## src/logic/tas_pkg.sv

```systemverilog
// Package for the alert status flag block: offsets, bit positions, widths.
// Assumes a register access front end that presents decoded read strobes.
package tas_pkg;
    localparam logic [7:0] TAS_ADDR_TEMP = 8'h00;
    localparam logic [7:0] TAS_ADDR_STATUS = 8'h02;
    localparam int TAS_REG_W = 16;
    localparam logic [15:0] TAS_STATUS_RESET = 16'h0000;
    localparam int TAS_BIT_CRC = 7;
    localparam int TAS_BIT_SLEW_ST = 6;
    localparam int TAS_BIT_SLEW_FL = 5;
    localparam int TAS_BIT_HIGH_ST = 4;
    localparam int TAS_BIT_LOW_ST = 3;
    localparam int TAS_BIT_HIGH_FL = 2;
    localparam int TAS_BIT_LOW_FL = 1;
    localparam int TAS_BIT_DRDY = 0;
    localparam int TAS_TEMP_W = 14;
    localparam int TAS_EN_W = 5;
    localparam int TAS_EN_CRC = 4;
    localparam int TAS_EN_SLEW = 3;
    localparam int TAS_EN_HIGH = 2;
    localparam int TAS_EN_LOW = 1;
    localparam int TAS_EN_DRDY = 0;
endpackage

```

## src/logic/tas_alert_status.sv

```systemverilog
// Alert status register: sticky flags, live threshold status, alert pin.
// Assumes conversion results, limits and serial-access strobes come from
// neighbouring logic synchronous to mclk, each strobe one cycle long.
// Notes on behaviour
// - Status read-to-clear happens only on single-register reads; a burst temperature read still clears bit 0.
// - Bit 7 latches a checksum write failure; reads 0 after a good write.
// - Bit 6 is live: last conversion slew positive and above slew limit.
// - Bit 5 is sticky slew flag, set on limit crossing, cleared by read.
// - Bit 4 live high status with hysteresis release below limit minus hyst.
// - Bit 3 live low status with hysteresis release above limit plus hyst.
// - Bit 2 sticky high flag on crossing above limit or below hysteresis.
// - Upward high crossing rearms only after dropping below limit minus hyst.
// - Bit 1 sticky low flag on crossing below limit or above hysteresis.
// - Downward low crossing rearms only after rising above limit plus hyst.
// - Bit 0 marks unread result; cleared reading status or temperature.
// - Register is 16 bits, resets to zero, upper byte reserved.
// - In interrupt mode, alert pin low when an enabled flag is set; flags record regardless.
// - Interrupt mode uses sticky flags; comparator mode uses live high and slew status only.
`timescale 1ns/1ps
`default_nettype none

module tas_alert_status #(
    parameter int TEMP_W = tas_pkg::TAS_TEMP_W
) (
    // Clock and reset
    input wire logic mclk,
    input wire logic rstn,
    // Conversion results
    input wire logic conv_done,
    input wire logic signed [TEMP_W-1:0] temp_value,
    input wire logic signed [TEMP_W-1:0] slew_value,
    // Limits from the limit registers
    input wire logic signed [TEMP_W-1:0] high_limit,
    input wire logic signed [TEMP_W-1:0] low_limit,
    input wire logic [TEMP_W-1:0] high_hyst,
    input wire logic [TEMP_W-1:0] low_hyst,
    input wire logic signed [TEMP_W-1:0] slew_limit,
    // Checksum-protected write outcome
    input wire logic crc_write_done,
    input wire logic crc_write_ok,
    // Register access from serial front end
    input wire logic reg_read,
    input wire logic [7:0] reg_addr,
    input wire logic reg_burst,
    // Alert configuration
    input wire logic [tas_pkg::TAS_EN_W-1:0] alert_enable,
    input wire logic comp_mode,
    // Read data and alert pin
    output logic [tas_pkg::TAS_REG_W-1:0] status_rdata,
    output logic alert_n
);
    logic crc_fl, slew_st, slew_fl, high_st, low_st, high_fl, low_fl, drdy;
    logic high_armed, low_armed;
    logic next_crc_fl, next_slew_st, next_slew_fl, next_high_st, next_low_st;
    logic next_high_fl, next_low_fl, next_drdy, next_high_armed, next_low_armed;
    logic [tas_pkg::TAS_REG_W-1:0] next_status_rdata;
    logic next_alert_n;
    logic status_clr, temp_rd, above_hi, below_hi_hyst, below_lo, above_lo_hyst, slew_over;
    logic signed [TEMP_W+1:0] hi_rel, lo_rel;

    // Thresholds with two guard bits so limit +/- hysteresis cannot wrap
    assign hi_rel = (TEMP_W+2)'(high_limit) - (TEMP_W+2)'({2'b00, high_hyst});
    assign lo_rel = (TEMP_W+2)'(low_limit) + (TEMP_W+2)'({2'b00, low_hyst});
    assign above_hi = temp_value > high_limit;
    assign below_hi_hyst = (TEMP_W+2)'(temp_value) < hi_rel;
    assign below_lo = temp_value < low_limit;
    assign above_lo_hyst = (TEMP_W+2)'(temp_value) > lo_rel;
    assign slew_over = (slew_value > slew_limit) && !slew_value[TEMP_W-1];
    // Burst status reads leave the read-to-clear bits untouched
    assign status_clr = reg_read && !reg_burst && reg_addr == tas_pkg::TAS_ADDR_STATUS;
    assign temp_rd = reg_read && reg_addr == tas_pkg::TAS_ADDR_TEMP;

    // Flag and status next values; a set in the clearing cycle wins
    always_comb begin
        next_crc_fl = crc_fl;
        next_slew_st = slew_st;
        next_slew_fl = slew_fl;
        next_high_st = high_st;
        next_low_st = low_st;
        next_high_fl = high_fl;
        next_low_fl = low_fl;
        next_drdy = drdy;
        next_high_armed = high_armed;
        next_low_armed = low_armed;
        if (status_clr) begin
            next_crc_fl = 1'b0;
            next_slew_fl = 1'b0;
            next_high_fl = 1'b0;
            next_low_fl = 1'b0;
            next_drdy = 1'b0;
        end
        if (temp_rd) begin
            next_drdy = 1'b0;
        end
        if (crc_write_done) begin
            next_crc_fl = !crc_write_ok;
        end
        if (conv_done) begin
            next_drdy = 1'b1;
            next_slew_st = slew_over;
            if (slew_over && !slew_st) begin
                next_slew_fl = 1'b1;
            end
            if (above_hi) begin
                next_high_st = 1'b1;
            end else if (below_hi_hyst) begin
                next_high_st = 1'b0;
            end
            if (below_lo) begin
                next_low_st = 1'b1;
            end else if (above_lo_hyst) begin
                next_low_st = 1'b0;
            end
            // Upward crossing only counts while armed
            if (above_hi && high_armed) begin
                next_high_fl = 1'b1;
                next_high_armed = 1'b0;
            end else if (below_hi_hyst && !high_armed) begin
                next_high_fl = 1'b1;
                next_high_armed = 1'b1;
            end
            if (below_lo && low_armed) begin
                next_low_fl = 1'b1;
                next_low_armed = 1'b0;
            end else if (above_lo_hyst && !low_armed) begin
                next_low_fl = 1'b1;
                next_low_armed = 1'b1;
            end
        end
    end

    // Read image and alert; upper byte is constant zero
    always_comb begin
        next_status_rdata = tas_pkg::TAS_STATUS_RESET;
        next_status_rdata[tas_pkg::TAS_BIT_CRC] = next_crc_fl;
        next_status_rdata[tas_pkg::TAS_BIT_SLEW_ST] = next_slew_st;
        next_status_rdata[tas_pkg::TAS_BIT_SLEW_FL] = next_slew_fl;
        next_status_rdata[tas_pkg::TAS_BIT_HIGH_ST] = next_high_st;
        next_status_rdata[tas_pkg::TAS_BIT_LOW_ST] = next_low_st;
        next_status_rdata[tas_pkg::TAS_BIT_HIGH_FL] = next_high_fl;
        next_status_rdata[tas_pkg::TAS_BIT_LOW_FL] = next_low_fl;
        next_status_rdata[tas_pkg::TAS_BIT_DRDY] = next_drdy;
        // Comparator mode drives the pin from live high/slew status only
        if (comp_mode) begin
            next_alert_n = !((alert_enable[tas_pkg::TAS_EN_HIGH] && next_high_st) ||
                             (alert_enable[tas_pkg::TAS_EN_SLEW] && next_slew_st));
        end else begin
            next_alert_n = !((alert_enable[tas_pkg::TAS_EN_HIGH] && next_high_fl) ||
                             (alert_enable[tas_pkg::TAS_EN_SLEW] && next_slew_fl) ||
                             (alert_enable[tas_pkg::TAS_EN_LOW] && next_low_fl) ||
                             (alert_enable[tas_pkg::TAS_EN_CRC] && next_crc_fl) ||
                             (alert_enable[tas_pkg::TAS_EN_DRDY] && next_drdy));
        end
    end

    // State registers; flags cleared, arm bits and alert pin set at reset
    always_ff @(posedge mclk or negedge rstn) begin
        if (!rstn) begin
            crc_fl <= 1'b0;
            slew_st <= 1'b0;
            slew_fl <= 1'b0;
            high_st <= 1'b0;
            low_st <= 1'b0;
            high_fl <= 1'b0;
            low_fl <= 1'b0;
            drdy <= 1'b0;
            high_armed <= 1'b1;
            low_armed <= 1'b1;
            status_rdata <= tas_pkg::TAS_STATUS_RESET;
            alert_n <= 1'b1;
        end else begin
            crc_fl <= next_crc_fl;
            slew_st <= next_slew_st;
            slew_fl <= next_slew_fl;
            high_st <= next_high_st;
            low_st <= next_low_st;
            high_fl <= next_high_fl;
            low_fl <= next_low_fl;
            drdy <= next_drdy;
            high_armed <= next_high_armed;
            low_armed <= next_low_armed;
            status_rdata <= next_status_rdata;
            alert_n <= next_alert_n;
        end
    end
endmodule

`default_nettype wire

```

## config.mk

```make
export PLATFORM = sky130hd
export DESIGN_NAME = tas_alert_status
export DESIGN_NICKNAME = d
export VERILOG_FILES = /design/src/logic/tas_pkg.sv /design/src/logic/tas_alert_status.sv
export SDC_FILE = /design/constraint.sdc
export NUM_CORES = 1
export LEC_CHECK = 0
export ABC_AREA = 0
export BUFFER_PORTS_ARGS = -buffer_cell sky130_fd_sc_hd__buf_2
export CELL_PAD_IN_SITES_DETAIL_PLACEMENT = 0
export CELL_PAD_IN_SITES_GLOBAL_PLACEMENT = 1
export CORE_ASPECT_RATIO = 1.1
export CORE_UTILIZATION = 36
export DETAILED_ROUTE_END_ITERATION = 8
export HOLD_SLACK_MARGIN = 0.15
export PLACE_DENSITY = 0.79
export SLEW_MARGIN = 30
export SYNTH_ARGS = -nofsm -noshare
export SYNTH_HDL_FRONTEND = slang
export SYNTH_SLANG_ARGS = --single-unit
```

## constraint.sdc

```tcl
create_clock -name mclk -period 2.25 [get_ports mclk]
set_clock_uncertainty 0.1 [all_clocks]
set_input_delay 0.1125 -clock mclk [delete_from_list [all_inputs] [get_ports mclk]]
set_output_delay 0.1125 -clock mclk [all_outputs]
set_load 0.05 [all_outputs]
```

==> results_dict.tcl <==
set metrics [dict create \
    grt.total_usage 0.193 \
    avgSynthCellArea_sq_um 7.85 \
    dpl.hpwl_um 8890 \
    cts.sinks 11 \
    yosysWarnings 0 \
    synth_ff_type "dfrtp_1" \
    finalInstanceArea_sq_um 5310 \
    worstSkewPairLatency_ps 250 \
    yosysMostFrequentCell "ha_1" \
    synth_edf_count 0 \
    synth_top_cells_by_count "ha_1, inv_1, nand2_1" \
    clockBufferDepth 2 \
    fin_crit_sh 1.63 \
    power_density_nw_per_um2 361 \
    viasPerCell 4.91 \
    fin_ws_ps -1420 \
    failed_checks "design-rule violations, negative setup slack" \
    die_area_sq_um 10500 \
    path_class "in2reg" \
    row_count 38 \
    setup_violations 7 \
    slew-limit-headroom 0.667 \
    yosys.area_share.xor_xnor 0.0601 \
    die_h_um 107 \
    die_w_um 97.9 \
    ys_async_sr_fraction 1.00 \
    holdWs_ps 165 \
    io_pins 136 \
    crit_path_start_kind "input pin" \
    post-route-min-period_ps 3670 \
    grt_setup_unrepaired "true" \
    power.leakage_nw 2.98 \
    endpoint_kind "register" \
    final_nets 910 \
    synth_top_family_by_area "adder cells" \
    cts_buffers 3 \
    grt_pass1_wl_um 16900 \
    ys_types 61 \
    synth_compound_area_frac 0.229 \
    remaining_drc_errors 9 \
    finalHoldViolations 0 \
    wl_per_cell_um 12.3 \
    overflow 0 \
    cts-root-buf "clkbuf_8" \
    port_buffers 127 \
    critPathArrivalTime_ps 3760 \
    gp_congestion 0.825 \
    tritoncts "built" \
    place_inst 785 \
    yosysSeqAreaShare 0.0766 \
    synth_fa_ha_area_frac 0.361 \
    synth_area_leaders "ha_1, inv_1, dfrtp_1" \
    drive_above_1_share 0.379 \
    grt_max_degree 12 \
    drt_iter0_markers 210 \
    syn_to_final_growth_pct 45.9 \
    ir_drop_mv 0.183 \
    clk_pin_slew_ps 50 \
    maxCapViolations 0 \
    synth.area.mux_share 0.00550 \
    htreeDepth 1 \
    core_area_sq_um 9840 \
    dr.pass1.iters 6 \
    slew_violations 0 \
    drtAntennaViolNets 0 \
    max_freq_mhz 273 \
    status "finished with violations" \
    netlist_area_sq_um 3640 \
    worst_pin_slew_ps 495 \
    initial_core_util 0.370 \
    place_area_sq_um 5010 \
    critPathMaxFanout 3 \
    worstPathRequired_ps 2340 \
    vias 3954 \
    wl_um 9920 \
    antenna_cells 0 \
    grt_pass1_vias 3946 \
    hp-class "in2async" \
    yosysTopAreaCell "ha_1" \
    antenna_found_initial 0 \
    synth_seq_cells 11 \
    netlist.area_leader.share 0.350 \
    syn_inst 464 \
    final_cells 806 \
    yosys.area_share.simple 0.156 \
]
-- cell families (layout without fill, tap and decap cells) --
family | Yosys count | after routing
flip-flops | 11 | 11
AO/OA/AOI/OAI | 118 | 118
other | 1 | 8
XOR/XNOR | 25 | 25
AND/OR/NAND/NOR | 112 | 112
multiplexers | 2 | 2
buffers and inverters | 91 | 306
adder cells (fa/ha/maj) | 104 | 104
-- power breakdown --
part,switching (mW),internal [mW]
Combinational,0.722,0.716
Sequential,0.0263,0.245
Clock,0.0806,0.125
-- layer usage --
metal  share of wire  track usage  vias up
met3           0.033      0.00974       15
met1            0.45        0.239     1765
met5               0            0        -
li1                -            -     2083
met2            0.50        0.363       91
met4           0.020       0.0465        0
-- through the flow --
| stage | setup TNS [ps] | setup slack, ps | utilization | power [mW] |
|---|---|---|---|---|
| floorplan | -7820 | -1440 | - | 1.11 |
| global placement | -10040 | -1730 | 0.509 | 1.56 |
| detailed placement | -10640 | -1840 | 0.509 | 1.60 |
| CTS | -8430 | -1440 | 0.535 | 1.90 |
| global route | -9900 | -1700 | 0.540 | 2.11 |
| finish | -8200 | -1420 | 0.540 | 1.92 |
-- flip-flops by register name, indices dropped and copies added, names as in the netlist --
register and count:
low_armed 1, high_armed 1, status_rdata 8, alert_n 1
-- cell usage in the layout (no fill, tap or decap), types with 11 or more instances in the layout --
master	count
buf_2	124
ha_1	100
buf_4	91
inv_1	73
nand2_1	28
a21oi_1	24
nor2_1	22
a21o_1	16
xor2_1	14
o21ai_0	11
xnor2_1	11
-- path summary, 6_finish.rpt --
kind | startpoint | slack [ps] | cells after the start | to
worst max-delay path | high_limit[0] | -1420 | 22 | alert_n
worst min-delay path | rstn | 170 | 2 | status_rdata[7]
worst max register to register | high_armed | 580 | 5 | alert_n
worst min register to register | low_armed | 390 | 2 | low_armed
max in group asynchronous | rstn | 1620 | 2 | low_armed
min in group mclk | reg_burst | 180 | 3 | status_rdata[0]
-- what timing repair did --
action | CTS | global route
endpoints found under the hold margin | 13 | 0
hold buffers | 7 | 0
resized for setup | 21 | 4
setup buffers | 7 | 3
pin swaps | 19 | 14
setup endpoints to repair | 7 | 7
-- layout make-up --
| type | count | area [sq um] |
|---|---|---|
| Multi-Input combinational cell | 369 | 3110 |
| Fill cell | 940 | 4530 |
| Tap cell | 120 | 150 |
| Timing Repair Buffer | 227 | 1440 |
| Inverter | 75 | 294 |
| Clock buffer | 4 | 45.0 |
| Sequential cell | 11 | 279 |
-- worst max-delay path, stage by stage --
cell and delay, ps:
buf_12 110, inv_12 40, ha_4 120, inv_2 30, fa_2 320, a21o_1 170, a21oi_2 150, nor2b_1 60
o21a_1 210, o41ai_4 280, o21ai_2 120, o41a_1 340, xnor2_1 140, ha_1 290, nand2_2 70, nor2_4 130
nand3_2 80, a211oi_2 170, nor3_2 80, a221o_1 320, a221oi_2 270, a31o_1 120
Power figures use the tool's default switching activity.
